===== src/logic/io_port_consts.svh =====
// named offsets, reset values and field layout of the 8-bit i/o port
// assumes a 32-bit avalon-mm slave with byte addresses, one word per register
`ifndef IO_PORT_CONSTS_SVH
`define IO_PORT_CONSTS_SVH

`define PORT_WIDTH 8
`define PORT_DATA_INDEX 16'hffdb
`define PORT_DIRECTION_INDEX 16'hffeb
`define PORT_DATA_RESET 8'h00
`define PORT_DIRECTION_RESET 8'h00
`define PORT_DIRECTION_READ 8'hff
`define BUS_ADDR_WIDTH 18
`define BUS_WORD_LSB 2
`define BUS_DATA_WIDTH 32
`define SYNC_STAGES 3

`endif


===== src/logic/io_port_pkg.sv =====
// types shared by the port top module and its pin synchroniser
// assumes io_port_consts.svh supplies the widths
`include "io_port_consts.svh"

package io_port_pkg;
  typedef logic [`PORT_WIDTH-1:0] port_byte_t;

  // one-wait-state bus answer
  typedef enum logic [1:0] {
    bus_idle_s = 2'b01,
    bus_answer_s = 2'b10
  } bus_state_t;

  typedef struct packed {
    port_byte_t data;
    port_byte_t direction;
    port_byte_t pin_level;
    port_byte_t pin_enable;
    port_byte_t pin_value;
    logic [`BUS_DATA_WIDTH-1:0] readdata;
    bus_state_t bus_state;
  } port_state_t;

  typedef struct packed {
    port_byte_t stage1;
    port_byte_t stage2;
    port_byte_t stage3;
    port_byte_t level;
  } sync_state_t;
endpackage : io_port_pkg


===== src/logic/pin_sample_if.sv =====
// carries raw pin levels into the synchroniser and the accepted level back
// assumes both ends share clock_in
`timescale 1ns/100ps
`include "io_port_consts.svh"

interface pin_sample_if;
  io_port_pkg::port_byte_t raw;
  io_port_pkg::port_byte_t level;

  modport port_side (output raw, input level);
  modport sync_side (input raw, output level);
endinterface : pin_sample_if


===== src/logic/io_port.sv =====
// 8-bit general-purpose i/o port with data and direction registers
// assumes an avalon-mm master on clock_in and mode levels from power control
`timescale 1ns/100ps
`include "io_port_consts.svh"

// register map, one 32-bit word per register, byte lane 0 only:
//   port data at word index 0xffdb, byte address 0x3ff6c
//     read/write, clears to zero on reset
//     a read mixes stored bits (output pins) with sampled levels (input pins)
//   port direction at word index 0xffeb, byte address 0x3ffac
//     write-only, reads back as all ones, clears to zero on reset
//     one bit per pin: one drives, zero listens
// every other index reads zero and ignores writes
//
// input pins pass three flops and two level registers before a read sees them,
// so a read reflects a pin change some five to six cycles late; software
// that polls a pin must allow for that latency
//
// the mode inputs come from power control as plain levels on clock_in;
// standby wins over hold when both are high

module io_port #(
  parameter int WIDTH = `PORT_WIDTH
) (
  input wire logic clock_in,
  input wire logic reset_n_in,
  input wire logic [`BUS_ADDR_WIDTH-1:0] avs_address_in,
  input wire logic avs_read_in,
  input wire logic avs_write_in,
  input wire logic [`BUS_DATA_WIDTH-1:0] avs_writedata_in,
  input wire logic [3:0] avs_byteenable_in,
  output logic [`BUS_DATA_WIDTH-1:0] avs_readdata_out,
  output logic avs_waitrequest_out,
  input wire logic standby_in,
  input wire logic hold_in,
  input wire logic [`PORT_WIDTH-1:0] port_pins_in,
  output logic [`PORT_WIDTH-1:0] port_pins_out,
  output logic [`PORT_WIDTH-1:0] port_pins_oe_out
);

  // the whole port state, registered as one struct
  io_port_pkg::port_state_t state_r;
  io_port_pkg::port_state_t state_nxt;

  // bus decode, shared by the read answer and the register writes
  logic request;
  logic [`BUS_ADDR_WIDTH-`BUS_WORD_LSB-1:0] word_index;
  logic data_hit;
  logic direction_hit;
  logic write_enabled;

  // value a port read returns, built pin by pin
  io_port_pkg::port_byte_t port_read;

  // raw pins out to the synchroniser, accepted levels back
  pin_sample_if pins ();

  // refuse sizes the fixed register map cannot serve
  if (WIDTH != `PORT_WIDTH) begin : g_bad_width
    $error("io_port is built for exactly eight pins");
  end
  if (`BUS_ADDR_WIDTH - `BUS_WORD_LSB != 16) begin : g_bad_index
    $error("io_port needs a 16-bit register index");
  end
  if (`BUS_DATA_WIDTH < `PORT_WIDTH) begin : g_bad_bus
    $error("io_port needs a bus at least one port wide");
  end

  // byte address four times the register index; used for reads and writes
  function automatic logic hits(input logic [`BUS_ADDR_WIDTH-`BUS_WORD_LSB-1:0] idx,
                                input logic [15:0] reg_index);
    hits = (idx == reg_index);
  endfunction

  // three flops per pin; a change counts once the last two agree
  // the raw pin is never read directly, so a pin moving during a read
  // cannot split one answer between two levels
  pin_sync #(
    .STAGES(`SYNC_STAGES)
  ) u_pin_sync (
    .clock_in(clock_in),
    .reset_n_in(reset_n_in),
    .pins(pins.sync_side)
  );

  // pins go to the synchroniser untouched
  assign pins.raw = port_pins_in;

  // one request at a time; read and write are never both high
  assign request = avs_read_in | avs_write_in;
  assign word_index = avs_address_in[`BUS_ADDR_WIDTH-1:`BUS_WORD_LSB];
  assign data_hit = hits(word_index, `PORT_DATA_INDEX);
  assign direction_hit = hits(word_index, `PORT_DIRECTION_INDEX);
  // only the low byte lane holds a register
  assign write_enabled = avs_write_in && avs_byteenable_in[0];

  // per-pin read select; inputs read the registered level, not the raw pin
  for (genvar g = 0; g < WIDTH; g++) begin : g_read
    assign port_read[g] = state_r.direction[g] ? state_r.data[g] :
      state_r.pin_level[g];
  end

  // bus timing, one wait state on every access:
  //   first cycle of a request: waitrequest high, read data prepared
  //   second cycle: waitrequest low, read data stands, a write lands at its end
  //   unmapped addresses read zero and drop writes
  //   a write with the low byte lane off changes nothing
  // the extra cycle keeps read data in a flop rather than on a long mux path
  // read data is only replaced by the next read, so it stands after the answer
  always_comb begin
    state_nxt = state_r;
    state_nxt.pin_level = pins.level;
    unique case (state_r.bus_state)
      io_port_pkg::bus_idle_s: begin
        if (request) begin
          state_nxt.bus_state = io_port_pkg::bus_answer_s;
        end
        if (avs_read_in) begin
          state_nxt.readdata = '0; // unmapped reads give zero
          if (data_hit) begin
            state_nxt.readdata[`PORT_WIDTH-1:0] = port_read;
          end
          if (direction_hit) begin
            state_nxt.readdata[`PORT_WIDTH-1:0] = `PORT_DIRECTION_READ;
          end
        end
      end
      io_port_pkg::bus_answer_s: begin
        // write lands on the edge where waitrequest is low
        state_nxt.bus_state = io_port_pkg::bus_idle_s;
        if (write_enabled && data_hit) begin
          state_nxt.data = avs_writedata_in[`PORT_WIDTH-1:0];
        end
        if (write_enabled && direction_hit) begin
          state_nxt.direction = avs_writedata_in[`PORT_WIDTH-1:0];
        end
      end
      default: begin
        // illegal code: back to idle without touching the registers
        state_nxt.bus_state = io_port_pkg::bus_idle_s;
      end
    endcase
    // pin drive by mode:
    //   standby floats every pin whatever the direction says
    //   hold (sleep, subsleep, watch) keeps the last drive and enable
    //   otherwise direction and data pass straight to the pins
    // registers still take writes in hold; the pins catch up when hold drops
    if (standby_in) begin
      state_nxt.pin_enable = '0;
    end else if (!hold_in) begin
      state_nxt.pin_enable = state_nxt.direction;
      state_nxt.pin_value = state_nxt.data;
    end
  end

  // reset floats every pin and clears both registers
  // constants only in the reset branch, so the flops reset cleanly
  always_ff @(posedge clock_in or negedge reset_n_in) begin
    if (!reset_n_in) begin
      state_r.data <= `PORT_DATA_RESET;
      state_r.direction <= `PORT_DIRECTION_RESET;
      state_r.pin_level <= '0;
      state_r.pin_enable <= '0;
      state_r.pin_value <= `PORT_DATA_RESET;
      state_r.readdata <= '0;
      state_r.bus_state <= io_port_pkg::bus_idle_s;
    end else begin
      state_r <= state_nxt;
    end
  end

  // one wait state on every access; combinational so the first cycle always waits
  assign avs_waitrequest_out = request && (state_r.bus_state == io_port_pkg::bus_idle_s);
  // read data straight from its flop
  assign avs_readdata_out = state_r.readdata;

  // per-pin output stage; an input pin keeps its driver off, except in hold, where the enable stays frozen
  for (genvar g = 0; g < WIDTH; g++) begin : g_drive
    assign port_pins_out[g] = state_r.pin_value[g];
    assign port_pins_oe_out[g] = state_r.pin_enable[g];
  end

endmodule // io_port


===== src/logic/pin_sync.sv =====
// three-stage synchroniser for the port pins with agreement filter
// assumes pin levels arrive asynchronously to clock_in
`timescale 1ns/100ps
`include "io_port_consts.svh"

module pin_sync #(
  parameter int STAGES = `SYNC_STAGES
) (
  input wire logic clock_in,
  input wire logic reset_n_in,
  pin_sample_if.sync_side pins
);

  io_port_pkg::sync_state_t state_r;
  io_port_pkg::sync_state_t state_nxt;

  initial begin
    if (STAGES != `SYNC_STAGES) begin
      $error("pin_sync supports exactly three stages");
    end
  end

  // stage1 feeds only stage2; the level moves once stages 2 and 3 agree
  always_comb begin
    state_nxt = state_r;
    state_nxt.stage1 = pins.raw;
    state_nxt.stage2 = state_r.stage1;
    state_nxt.stage3 = state_r.stage2;
    for (int i = 0; i < `PORT_WIDTH; i++) begin
      if (state_r.stage2[i] == state_r.stage3[i]) begin
        state_nxt.level[i] = state_r.stage3[i];
      end
    end
  end

  always_ff @(posedge clock_in or negedge reset_n_in) begin
    if (!reset_n_in) begin
      state_r <= '0;
    end else begin
      state_r <= state_nxt;
    end
  end

  assign pins.level = state_r.level;

endmodule // pin_sync

===== config.mk =====
export PLATFORM = sky130hd
export DESIGN_NAME = io_port
export DESIGN_NICKNAME = d
export VERILOG_FILES = /design/src/logic/io_port_pkg.sv /design/src/logic/pin_sample_if.sv /design/src/logic/io_port.sv /design/src/logic/pin_sync.sv
export VERILOG_INCLUDE_DIRS = /design/src /design/src/logic
export SDC_FILE = /design/constraint.sdc
export NUM_CORES = 1
export LEC_CHECK = 0
export BUFFER_PORTS_ARGS = -buffer_cell sky130_fd_sc_hd__buf_2
export CAP_MARGIN = 10
export CORE_UTILIZATION = 48
export DETAILED_ROUTE_END_ITERATION = 10
export PLACE_DENSITY = 0.85
export SLEW_MARGIN = 0
export SYNTH_ARGS = -nofsm -noshare
export SYNTH_HDL_FRONTEND = slang
export SYNTH_HIERARCHICAL = 1
export SYNTH_SLANG_ARGS = --single-unit

===== constraint.sdc =====
create_clock -name clock_in -period 2 [get_ports clock_in]
set_input_delay 0.5 -clock clock_in [delete_from_list [all_inputs] [get_ports clock_in]]
set_output_delay 0.5 -clock clock_in [all_outputs]
set_load 0.02 [all_outputs]

==> results.txt <==
Vias in the first global route: 2004
# rows: 30
Routing usage on met1: 0.220
Critical path, cell by cell: nor2b_1 -> o21ai_1 -> inv_1 -> buf_2
RR Endpoint: port_pins_oe_out[1]
Worst-path clk slew: 0.08 ns
DP Cell Count: 417
Post-synthesis mux area share: 0.0264
CTS Hold Bufs: 0
Routed Antenna Nets: 0
Die ar.: 0.00746 mm^2
Fmax: 0.543 GHz
Largest family of logic cells by synthesized area: buffers and inverters
Max VDD drop: 0.412 mV
Worst min path class: in -> async
Cell type with the largest total area after synthesis: dfrtp_1
CP Class: reg -> out
Top cells by area, synth: dfrtp_1, buf_4, nand3_1, nor2_1, maj3_2
Synth Instances: 288
Final period util: 0.921
Crit path max fanout: 3
Drt drc: 0
Final wirelength: 5770 um
DR vias: 2130
Initial antenna violation count: 0
Root buffer cell: clkbuf_8
Clock skew: 0.00838 ns
Commonest non-fill, non-tap cells in the layout: dfrtp_1, buf_2, nor2_1
Flops & latches, synth: 82
Worst-Skew Late Latency: 0.35 ns
Total GRT Usage: 0.167
Library cells used by synthesis: 31
Vias per inst: 4.92
Synth Flop Type: dfrtp_1
Post-synth ARST share: 1.00
Adder-cell share of the synthesized area: 0.0264
Final Instance Count excl. Fillers: 433
Syn_area_per_cell: 11.9 um^2
Outcome: completed
Share of cells above drive strength 1: 0.344
Critical Path Source Type: register
Clock period minus worst slack: 1.84 ns
Worst flop-to-flop path startpoint: state_r[0]
Post-synthesis compound-gate area fraction: 0.0773
Grt ovf: 0
I/O pin cnt: 117
Place WS: -0.0150 ns
Met3 Usage GRT: 0.0486
# port buffers: 63
Crit path max-delay family: flip-flops
Unrepaired setup endpoints after global routing: no
CP Capture Type: primary output
Post-synthesis xor/xnor area fraction: 0
EDFF count, synth: 0
FF-to-FF path depth: 4
Synth top area share: 0.593
Buf+Inv Stages, Crit Path: 2
Filler cells: 600
Leakage: 0.00186 uW
Crit path max-delay cell type: dfstp_2
Pre-Repair DR Iteration Count: 4
Relative slew slack: 0.607
Pwr Density: 1000 mW/mm^2
Endpoints failing hold: 0
Fin Setup TNS: 0 ns
Synth-to-Final Area Change: 10.5%
Final net count: 400
Cts repair resizes: 0
CP required: 1.50 ns
CORE AREA: 0.00683 mm^2
Slew Limit Fails: 0
Max Cap Viol: 0
CTS max path bufs: 2
Register area: 0.00205 mm^2
Yosys warns: 6
Cell Area, Synth: 0.00342 mm^2
Post-synthesis sequential area ratio: 0.601
Post-synthesis simple-gate area fraction: 0.125
DR WL/cell: 13.3 um
Initial DRC count: 144
Die height: 86.4 um
CTS tree: done
CTS sink count: 82
Initial Util: 0.500
Global route hottest layer: met2
Multi-input gate area: 961 um^2
Die Wd: 86.4 um
Post-CTS setup buffers: 0
Final setup fails: 0
Largest net degree at the start of global routing: 51
DP Wirelength: 4220 um
Slew @ Worst Pin: 0.588 ns
H-tree levels: 3
Final setup margin: 0.158 ns
# diodes: 0
Reg2reg setup slack: 0.27 ns
Most common cell after layout, fill and taps aside: dfrtp_1
Post-layout util: 0.553
Routability cong.: 0.828
Met2 global-route usage: 0.250
WP data arrival: 1.34 ns
CTS buffer count: 9
First-pass GRT wire length: 9270 um
Slowest stage delay, CP: 0.53 ns
[layer usage]
layer	part of all wire	wire length, um
met5	0	0
met4	0.022	129
met2	0.47	2690
met1	0.43	2470
met3	0.082	474
[stage by stage]
stage	area, um^2	hold WS, ns	power [uW]
final	3770	0.0803	3790
after global routing	3770	0.108	4000
after CTS	3770	0.0907	3840
after detailed placement	3570	0.335	2650
after global placement	3570	0.333	2630
after floorplan	3500	0.204	2570
[worst register-to-register path: stages, from the launching register on]
cell,delay (ns)
dfstp_2,0.37
nand4b_1,0.19
or4_4,0.57
o21ai_0,0.32
a311oi_1,0.14
[cell families after synthesis]
logic type	after synthesis
other	1
AO/OA/AOI/OAI	42
flip-flops	82
AND/OR/NAND/NOR	80
adder cells (fa/ha/maj)	8
multiplexers	8
buffers and inverters	67
[synth_stat cells (all sizes together) (2+ instances only)]
cell type  number
nand4b          2
dfrtp          81
nand2          17
a311oi          8
clkbuf          5
nor2           25
inv             3
buf            59
nand3          24
o21ai          17
nand4           2
mux2            8
a21oi           8
a31oi           8
maj3            8
nand3b          2
nor3b           2
[power by group]
group	switching [uW]	total, uW	internal (uW)
logic	420	659	239
clock network	568	1180	612
registers	98.9	1950	1850
total	1090	3790	2700
[sequential cells by signal, indices dropped and copies added, names as in the netlist]
signal,flops
port_pins_oe_out,8
u_pin_sync/state_r,8
port_pins_out,8
u_pin_sync/state_nxt,16
state_r,26
u_pin_sync/pins.level,8
avs_readdata_out,8
[worst max-delay path by stage]
stage	to	cells after the start	slack, ns	startpoint
2_1_floorplan	port_pins_oe_out[2]	6	0.17	avs_address_in[4]
3_3_place_gp	port_pins_oe_out[4]	5	0.05	avs_address_in[4]
3_5_place_dp	port_pins_oe_out[1]	5	-0.02	avs_address_in[4]
4_1_cts	avs_waitrequest_out	4	0.09	state_r[0]
5_1_grt	avs_waitrequest_out	4	0.04	state_r[0]
6_report	avs_waitrequest_out	4	0.16	state_r[0]
[cell type report]
cell class | instances | area share
repair buffers | 74 | 0.113
multi-input cells | 162 | 0.255
inverters | 3 | 0.00298
flip-flops and latches | 82 | 0.544
clock inverters | 6 | 0.0176
well taps | 96 | 0.0318
clock buffers | 10 | 0.0365
Power figures use the tool's default switching activity.
